===== src/rtl/ibe_consts.vh =====
/*
  constants for the increment/decrement/jump execution block.
  assumes 14-bit instruction words in the usual mid-range encoding.
*/
`ifndef IBE_CONSTS_VH
`define IBE_CONSTS_VH
`define IBE_INSN_W 14
`define IBE_PC_W 13
`define IBE_DATA_W 8
`define IBE_FADDR_W 7
`define IBE_JUMP_W 11
`define IBE_DEST_BIT 7
`define IBE_PAGE_HI 4
`define IBE_PAGE_LO 3
`define IBE_OPJ_HI 13
`define IBE_OPJ_LO 11
`define IBE_OPF_HI 13
`define IBE_OPF_LO 8
`define IBE_OP_JUMP 3'h5
`define IBE_OP_DEC_FILE 6'h03
`define IBE_OP_INC_FILE 6'h0A
`define IBE_OP_DEC_SKIP 6'h0B
`define IBE_OP_INC_SKIP 6'h0F
`define IBE_ST_EXEC 1'h0
`define IBE_ST_FLUSH 1'h1
`endif


===== src/rtl/ibe_alu_step.v =====
/*
  one-step adder for the file-register operand: adds one or subtracts one.
  assumes a purely combinational use inside the execution block.
*/
`timescale 1ns/1ps
`include "ibe_consts.vh"
module ibe_alu_step #(
  parameter W = 8
) (
  input wire [W-1:0] operand_in,
  input wire down_in,
  output wire [W-1:0] result_out,
  output wire zero_out
);
  // wraps modulo 2^W, so 0xFF+1 and 0x01-1 both yield zero
  assign result_out = down_in ? operand_in - {{(W-1){1'h0}}, 1'h1}
                              : operand_in + {{(W-1){1'h0}}, 1'h1};
  assign zero_out = (result_out == {W{1'h0}});
endmodule


===== src/rtl/ibe_exec.v =====
/*
  execution stage for absolute_jump, decrement_file, increment_file,
  decrement_skip_zero and increment_skip_zero.
  assumes: insn_valid_in marks one instruction per instruction cycle; file_data_in
  is the content of the addressed file register in that same cycle (combinational
  read of addr from insn_in); pc_page_latch_in is the page latch register.
  outputs are registered: results appear the cycle after the instruction is taken.
  during a flush cycle the next instruction is dropped as a no-operation.
*/
// Function
// - absolute_jump loads its 11-bit immediate into program_counter bits 10:0.
// - absolute_jump fills program_counter bits 12:11 from page latch bits 4:3.
// - absolute_jump takes two cycles and leaves status flags alone.
// - decrement_file subtracts one, stores by destination bit, updates zero flag.
// - increment_file adds one, stores by destination bit, updates zero flag.
// - decrement_skip_zero decrements, stores, skips next instruction on zero.
// - increment_skip_zero increments, stores, skips next on wrapped zero.
// - nonzero skip result runs next normally; taken skip costs two cycles.
`timescale 1ns/1ps
`include "ibe_consts.vh"
module ibe_exec #(
  parameter DATA_W = `IBE_DATA_W
) (
  input wire clk_sys_in,
  input wire rstn_in,
  input wire insn_valid_in,
  input wire [`IBE_INSN_W-1:0] insn_in,
  input wire [DATA_W-1:0] file_data_in,
  input wire [DATA_W-1:0] pc_page_latch_in,
  output wire pc_load_out,
  output wire [`IBE_PC_W-1:0] program_counter_out,
  output wire flush_out,
  output wire wreg_we_out,
  output wire [DATA_W-1:0] wreg_data_out,
  output wire file_we_out,
  output wire [`IBE_FADDR_W-1:0] file_addr_out,
  output wire [DATA_W-1:0] file_data_out,
  output wire zero_we_out,
  output wire zero_flag_out,
  output wire busy_out
);
  // slot state: executing, or dropping the word that follows a jump or a taken skip
  localparam [0:0] ST_EXEC = `IBE_ST_EXEC;
  localparam [0:0] ST_FLUSH = `IBE_ST_FLUSH;

  // every _reg below is a flop; its _next is the combinational update
  reg state_reg;
  reg state_next;
  reg pc_load_reg;
  reg pc_load_next;
  reg [`IBE_PC_W-1:0] target_reg;
  reg [`IBE_PC_W-1:0] target_next;
  reg flush_reg;
  reg flush_next;
  reg wreg_we_reg;
  reg wreg_we_next;
  reg [DATA_W-1:0] wreg_data_reg;
  reg [DATA_W-1:0] wreg_data_next;
  reg file_we_reg;
  reg file_we_next;
  reg [`IBE_FADDR_W-1:0] file_addr_reg;
  reg [`IBE_FADDR_W-1:0] file_addr_next;
  reg [DATA_W-1:0] file_data_reg;
  reg [DATA_W-1:0] file_data_next;
  reg zero_we_reg;
  reg zero_we_next;
  reg zero_flag_reg;
  reg zero_flag_next;

  // decode of the word presented in this slot
  wire [2:0] op_jump;
  wire [5:0] op_file;
  wire is_jump;
  wire is_dec_file;
  wire is_inc_file;
  wire is_dec_skip;
  wire is_inc_skip;
  wire is_plain_step;
  wire is_skip_step;
  wire is_step;
  wire step_down;
  wire dest_file;
  wire [`IBE_FADDR_W-1:0] faddr;
  wire [`IBE_JUMP_W-1:0] jump_field;
  wire [`IBE_PAGE_HI-`IBE_PAGE_LO:0] page_bits;
  wire [DATA_W-1:0] step_result;
  wire step_zero;
  wire take;
  wire skip_taken;

  // a dropped slot is the no-operation that replaces the following word
  assign take = insn_valid_in && (state_reg == ST_EXEC);
  assign op_jump = insn_in[`IBE_OPJ_HI:`IBE_OPJ_LO];
  assign op_file = insn_in[`IBE_OPF_HI:`IBE_OPF_LO];
  assign is_jump = (op_jump == `IBE_OP_JUMP);
  assign is_dec_file = (op_file == `IBE_OP_DEC_FILE);
  assign is_inc_file = (op_file == `IBE_OP_INC_FILE);
  assign is_dec_skip = (op_file == `IBE_OP_DEC_SKIP);
  assign is_inc_skip = (op_file == `IBE_OP_INC_SKIP);
  assign is_plain_step = is_dec_file | is_inc_file;
  assign is_skip_step = is_dec_skip | is_inc_skip;
  assign is_step = is_plain_step | is_skip_step;
  assign step_down = is_dec_file | is_dec_skip;
  assign dest_file = insn_in[`IBE_DEST_BIT];
  assign faddr = insn_in[`IBE_FADDR_W-1:0];
  assign jump_field = insn_in[`IBE_JUMP_W-1:0];
  assign page_bits = pc_page_latch_in[`IBE_PAGE_HI:`IBE_PAGE_LO];
  // zero is judged on the wrapped result, so a full register rolling over skips
  assign skip_taken = take && is_skip_step && step_zero;

  ibe_alu_step #(
    .W(DATA_W)
  ) u_step (
    .operand_in(file_data_in),
    .down_in(step_down),
    .result_out(step_result),
    .zero_out(step_zero)
  );

  always @* begin
    state_next = ST_EXEC;
    case (state_reg)
      ST_EXEC: begin
        if (take && is_jump) begin
          state_next = ST_FLUSH;
        end else if (skip_taken) begin
          state_next = ST_FLUSH;
        end
      end
      ST_FLUSH: begin
        // stalls hold the drop until a real slot arrives, so no word slips past it
        if (insn_valid_in) begin
          state_next = ST_EXEC;
        end else begin
          state_next = ST_FLUSH;
        end
      end
      default: begin
        // unreachable with one state bit, kept as a safe way back
        state_next = ST_EXEC;
      end
    endcase
  end

  always @* begin
    // strobes default low; held values keep their last update
    pc_load_next = 1'h0;
    flush_next = 1'h0;
    wreg_we_next = 1'h0;
    file_we_next = 1'h0;
    zero_we_next = 1'h0;
    target_next = target_reg;
    wreg_data_next = wreg_data_reg;
    file_addr_next = file_addr_reg;
    file_data_next = file_data_reg;
    zero_flag_next = zero_flag_reg;
    if (take && is_jump) begin
      pc_load_next = 1'h1;
      flush_next = 1'h1;
      target_next = {page_bits, jump_field};
    end
    if (take && is_step) begin
      // both data ports take the result; only the selected strobe fires
      wreg_we_next = !dest_file;
      file_we_next = dest_file;
      wreg_data_next = step_result;
      file_data_next = step_result;
      file_addr_next = faddr;
      flush_next = skip_taken;
    end
    // skip forms leave the zero flag strobe low and its value held
    if (take && is_plain_step) begin
      zero_we_next = 1'h1;
      zero_flag_next = step_zero;
    end
  end

  // one cycle of latency: results land on the edge after the word is taken
  always @(posedge clk_sys_in) begin
    if (!rstn_in) begin
      state_reg <= ST_EXEC;
      pc_load_reg <= 1'h0;
      target_reg <= {`IBE_PC_W{1'h0}};
      flush_reg <= 1'h0;
      wreg_we_reg <= 1'h0;
      wreg_data_reg <= {DATA_W{1'h0}};
      file_we_reg <= 1'h0;
      file_addr_reg <= {`IBE_FADDR_W{1'h0}};
      file_data_reg <= {DATA_W{1'h0}};
      zero_we_reg <= 1'h0;
      zero_flag_reg <= 1'h0;
    end else begin
      state_reg <= state_next;
      pc_load_reg <= pc_load_next;
      target_reg <= target_next;
      flush_reg <= flush_next;
      wreg_we_reg <= wreg_we_next;
      wreg_data_reg <= wreg_data_next;
      file_we_reg <= file_we_next;
      file_addr_reg <= file_addr_next;
      file_data_reg <= file_data_next;
      zero_we_reg <= zero_we_next;
      zero_flag_reg <= zero_flag_next;
    end
  end

  // every output is a bare flop, so the core sees no decode glitches
  assign pc_load_out = pc_load_reg;
  assign program_counter_out = target_reg;
  assign flush_out = flush_reg;
  assign wreg_we_out = wreg_we_reg;
  assign wreg_data_out = wreg_data_reg;
  assign file_we_out = file_we_reg;
  assign file_addr_out = file_addr_reg;
  assign file_data_out = file_data_reg;
  assign zero_we_out = zero_we_reg;
  assign zero_flag_out = zero_flag_reg;
  // busy is the slot state itself: high while the next valid word will be dropped
  assign busy_out = state_reg;
endmodule


===== config.mk =====
export PLATFORM = sky130hd
export DESIGN_NAME = ibe_exec
export DESIGN_NICKNAME = d
export VERILOG_FILES = /design/src/rtl/ibe_alu_step.v /design/src/rtl/ibe_exec.v
export VERILOG_INCLUDE_DIRS = /design/src /design/src/rtl
export SDC_FILE = /design/constraint.sdc
export NUM_CORES = 1
export LEC_CHECK = 0
export ABC_AREA = 1
export BUFFER_PORTS_ARGS = -buffer_cell sky130_fd_sc_hd__buf_4
export CORE_ASPECT_RATIO = 1.75
export CORE_MARGIN = 1
export CORE_UTILIZATION = 35
export DETAILED_ROUTE_END_ITERATION = 12
export PLACE_DENSITY = 0.68
export SETUP_SLACK_MARGIN = 0.2
export SYNTH_ARGS = -nofsm -noshare
export SYNTH_HDL_FRONTEND = slang
export SYNTH_HIERARCHICAL = 1
export SYNTH_SLANG_ARGS = --single-unit

===== constraint.sdc =====
create_clock -name clk_sys_in -period 2.6 [get_ports clk_sys_in]
set_input_delay 0.52 -clock clk_sys_in [delete_from_list [all_inputs] [get_ports clk_sys_in]]
set_output_delay 0.52 -clock clk_sys_in [all_outputs]
set_load 0.01 [all_outputs]

==> summary.txt <==
Outcome
  – Run status: complete, no violations

Timing
  – Final Setup Violations: 0
  – Setup Skew: 0.00847 ns
  – Post-route minimum period: approximately 2.2 ns
  – Worst Slack Setup Final: roughly 0.45 ns
  – Hold_ws: roughly 0.40 ns
  – Highest clock rate: approximately 0.46 GHz
  – RSZ-0062 raised after global routing: no
  – Final hold vios: 0
  – Final Max Tran Viols: 0
  – Slew headroom: between 70% and 80%
  – Final Cycle Share: a little over 80%
  – Worst-margin pin slew: ~0.32 ns
  – Post-route setup TNS: 0 ns

Global routing
  – Global-route wire length before repair: between 7 and 8 mm
  – Total GRT Usage: approximately 16%
  – Largest net degree at the start of global routing: 34
  – Vias in the first global route: roughly 1.7k
  – Initial antenna violation count: 0
  – GR Overflow Total: 0

Critical path
  – CP endpoint kind: flip-flop
  – Critical setup path kind: input port to flip-flop
  – CP Launch Type: input port
  – WP data arrival: approximately 2.4 ns
  – CP max FO: 3
  – Req. time, crit path: between 2 and 3 ns

CTS
  – Setup Fix Bufs, Post-CTS: 0
  – CTS tree: yes
  – Root Driver: clkbuf_8
  – Clk_lat worst skew: 0.28 ns
  – H-tree depth: 2
  – TritonCTS Buffers: 5
  – Clk pin slew, worst setup/hold paths: around 0.08 ns
  – Num Clock Sinks: 35
  – Clock tree buffer depth: 2

Synthesis
  – Number of distinct library cells after synthesis: 28
  – Post-Synth Adder-Cell Area: approximately 5.5%
  – Top-count cell post-synth: nor2_1
  – Synth Cell Area: 0.00195 sq mm
  – Top_reg_cell synth: dfxtp_1
  – Top post-synthesis cells by count: nor2_1, nand2_1, inv_1
  – Post-synthesis mux area share: 0%
  – Net count after synthesis: 328
  – Mapped Cells: ~290
  – Post-Synth Simple-Gate Area: between 30% and 40%
  – Synth Register Bits: 35
  – Largest family of logic cells by synthesized area: simple AND/OR/NAND/NOR gates
  – Largest cells by area after synthesis: dfxtp_1, nor2_1, nand2_1
  – Post-synth top area share: between 30 and 40%
  – FFs w/ async S/R, synth: 0%
  – Synth Area per Inst: just under 7 sq um
  – Synth Area in Compound Gates: ~8.9%
  – Synth Area in XOR/XNOR: less than 1%
  – Cell taking the most area after synthesis: dfxtp_1
  – Ys Warns: 6
  – Sequential area share after synthesis: 36.0%
  – Number of flops mapped to enable cells by yosys: 0

Placed design
  – Inst Count DP: 417
  – Hpwl dp: 3.39 mm
  – Pre-CTS setup slack: 0.0556 ns
  – PortBufs: 69
  – Global placement routability congestion: approximately 0.79

Final layout
  – # nets final: around 390
  – FILL cells: 561
  – Share of layout cells above drive strength 1: between 20 and 30%
  – Area delta synth->final: 32.5%
  – ANT cells: 0
  – Finished Layout Cells: roughly 430

Drt
  – Residual DRC: 0
  – Iter 0 DRT Violations: 90
  – WL/cell: between 10 and 15 microns
  – Vias per cell: roughly 4.4
  – DRT Pass-1 Iters: 4
  – Post-DRT Antenna Nets: 0
  – Vias after detailed routing: between 1.5k and 2k
  – DRT Wirelength: around 4.5 mm

Job
  – Max Cap Viol: 0

Floorplan
  – Die extent in y: just over 100 microns
  – Num ports: 76
  – Core area: 0.00530 sq mm
  – Die area: a little under 0.006 sq mm
  – Die span in x: ~58 microns
  – Starting Density: 36.7%
  – # rows: 35

Min path
  – Hold crit path type: input port to flip-flop

Power and ir drop
  – Leak: about 1.4 nW
  – Power per cell area: ~460 mW/mm^2
  – Worst vdd ir: between 0.0002 and 0.00025 V
[routing by layer]
metal	up-vias	part of all wire [%]	track usage (%)
met2	38	54	30.9
met4	0	2.9	7.69
met1	829	41	16.8
met3	8	2.8	2.05
li1	1004	-	-
met5	-	0	0
[timing repair]
item / CTS / global route
setup endpoints to repair: 0 / 3
gates resized for setup: 0 / 3
hold buffers: 0 / 0
[report_power, final]
group	leakage, nW	internal, W	switching, W
clock	0.0402	0.000186	0.000208
combinational	1.08	0.000101	0.000114
sequential	0.285	0.000556	0.0000121
[critical path, stage by stage]
cell	delay [ns]
buf_4	0.12
nor2_2	0.13
nand2_2	0.09
nor2_4	0.12
inv_1	0.06
fa_1	0.39
inv_1	0.10
nand2_1	0.05
nand2_1	0.07
nand3_1	0.09
nand2_1	0.07
nand2_1	0.06
nand2_2	0.07
nand2_1	0.06
nor2_2	0.13
nand4_1	0.11
a21oi_1	0.14
[through the flow]
step | util [%] | instance area [sq um] | power (W)
final | 48.7 | 2580 | 0.00118
after global routing | 48.7 | 2580 | 0.00124
after CTS | 48.5 | 2570 | 0.00119
after detailed placement | 46.8 | 2480 | 0.000796
after global placement | 46.8 | 2480 | 0.000793
after floorplan | - | 1950 | 0.000706
[cells in the final DEF (no fill, tap or decap), drive strengths merged]
cell type  synthesis  layout
clkbuf             2       5
o21ai             13      13
nand3b             2       2
a21oi             21      21
clkinvlp           0       2
ha                 7       7
dfxtp             35      35
clkinv             1       2
fa                 1       1
nand4              2       2
or2                2       2
xor2               1       1
nand3             25      25
nand2             57      57
inv               44      44
nor2              56      56
nor3               1       1
buf               17      75
[sequential cells by signal (all words and copies together) (netlist names)]
signal / cells
file_we_out: 1
zero_flag_out: 1
program_counter_out: 13
flush_out: 1
busy_out: 1
wreg_we_out: 1
zero_we_out: 1
file_data_out: 8
file_addr_out: 7
pc_load_out: 1
[kinds of logic (layout without fill, tap and decap cells)]
kind of cell	Yosys count	in the layout
buffers and inverters	64	128
XOR/XNOR	1	1
AND/OR/NAND/NOR	145	145
adder cells (fa/ha/maj)	8	8
AO/OA/AOI/OAI	34	34
flip-flops	35	35
[final timing paths]
kind	endpoint	cells after the start	start	slack [ns]
min reg2reg	zero_flag_out	2	zero_flag_out	0.48
max reg2reg	file_we_out	8	busy_out	1.22
min	wreg_we_out	2	insn_in[7]	0.40
max	zero_flag_out	17	insn_in[12]	0.45
[final cells by class]
| class | count | area, sq um | share of cell area [%] |
|---|---|---|---|
| sequential | 35 | 701 | 27.2 |
| inverter | 45 | 169 | 6.55 |
| timing repair buffer | 75 | 563 | 21.8 |
| multi-input combinational | 188 | 966 | 37.4 |
| tap | 74 | 92.6 | 3.59 |
| clock buffer | 5 | 68.8 | 2.67 |
| clock inverter | 3 | 20.0 | 0.776 |
(Power assumes the default switching activity.)
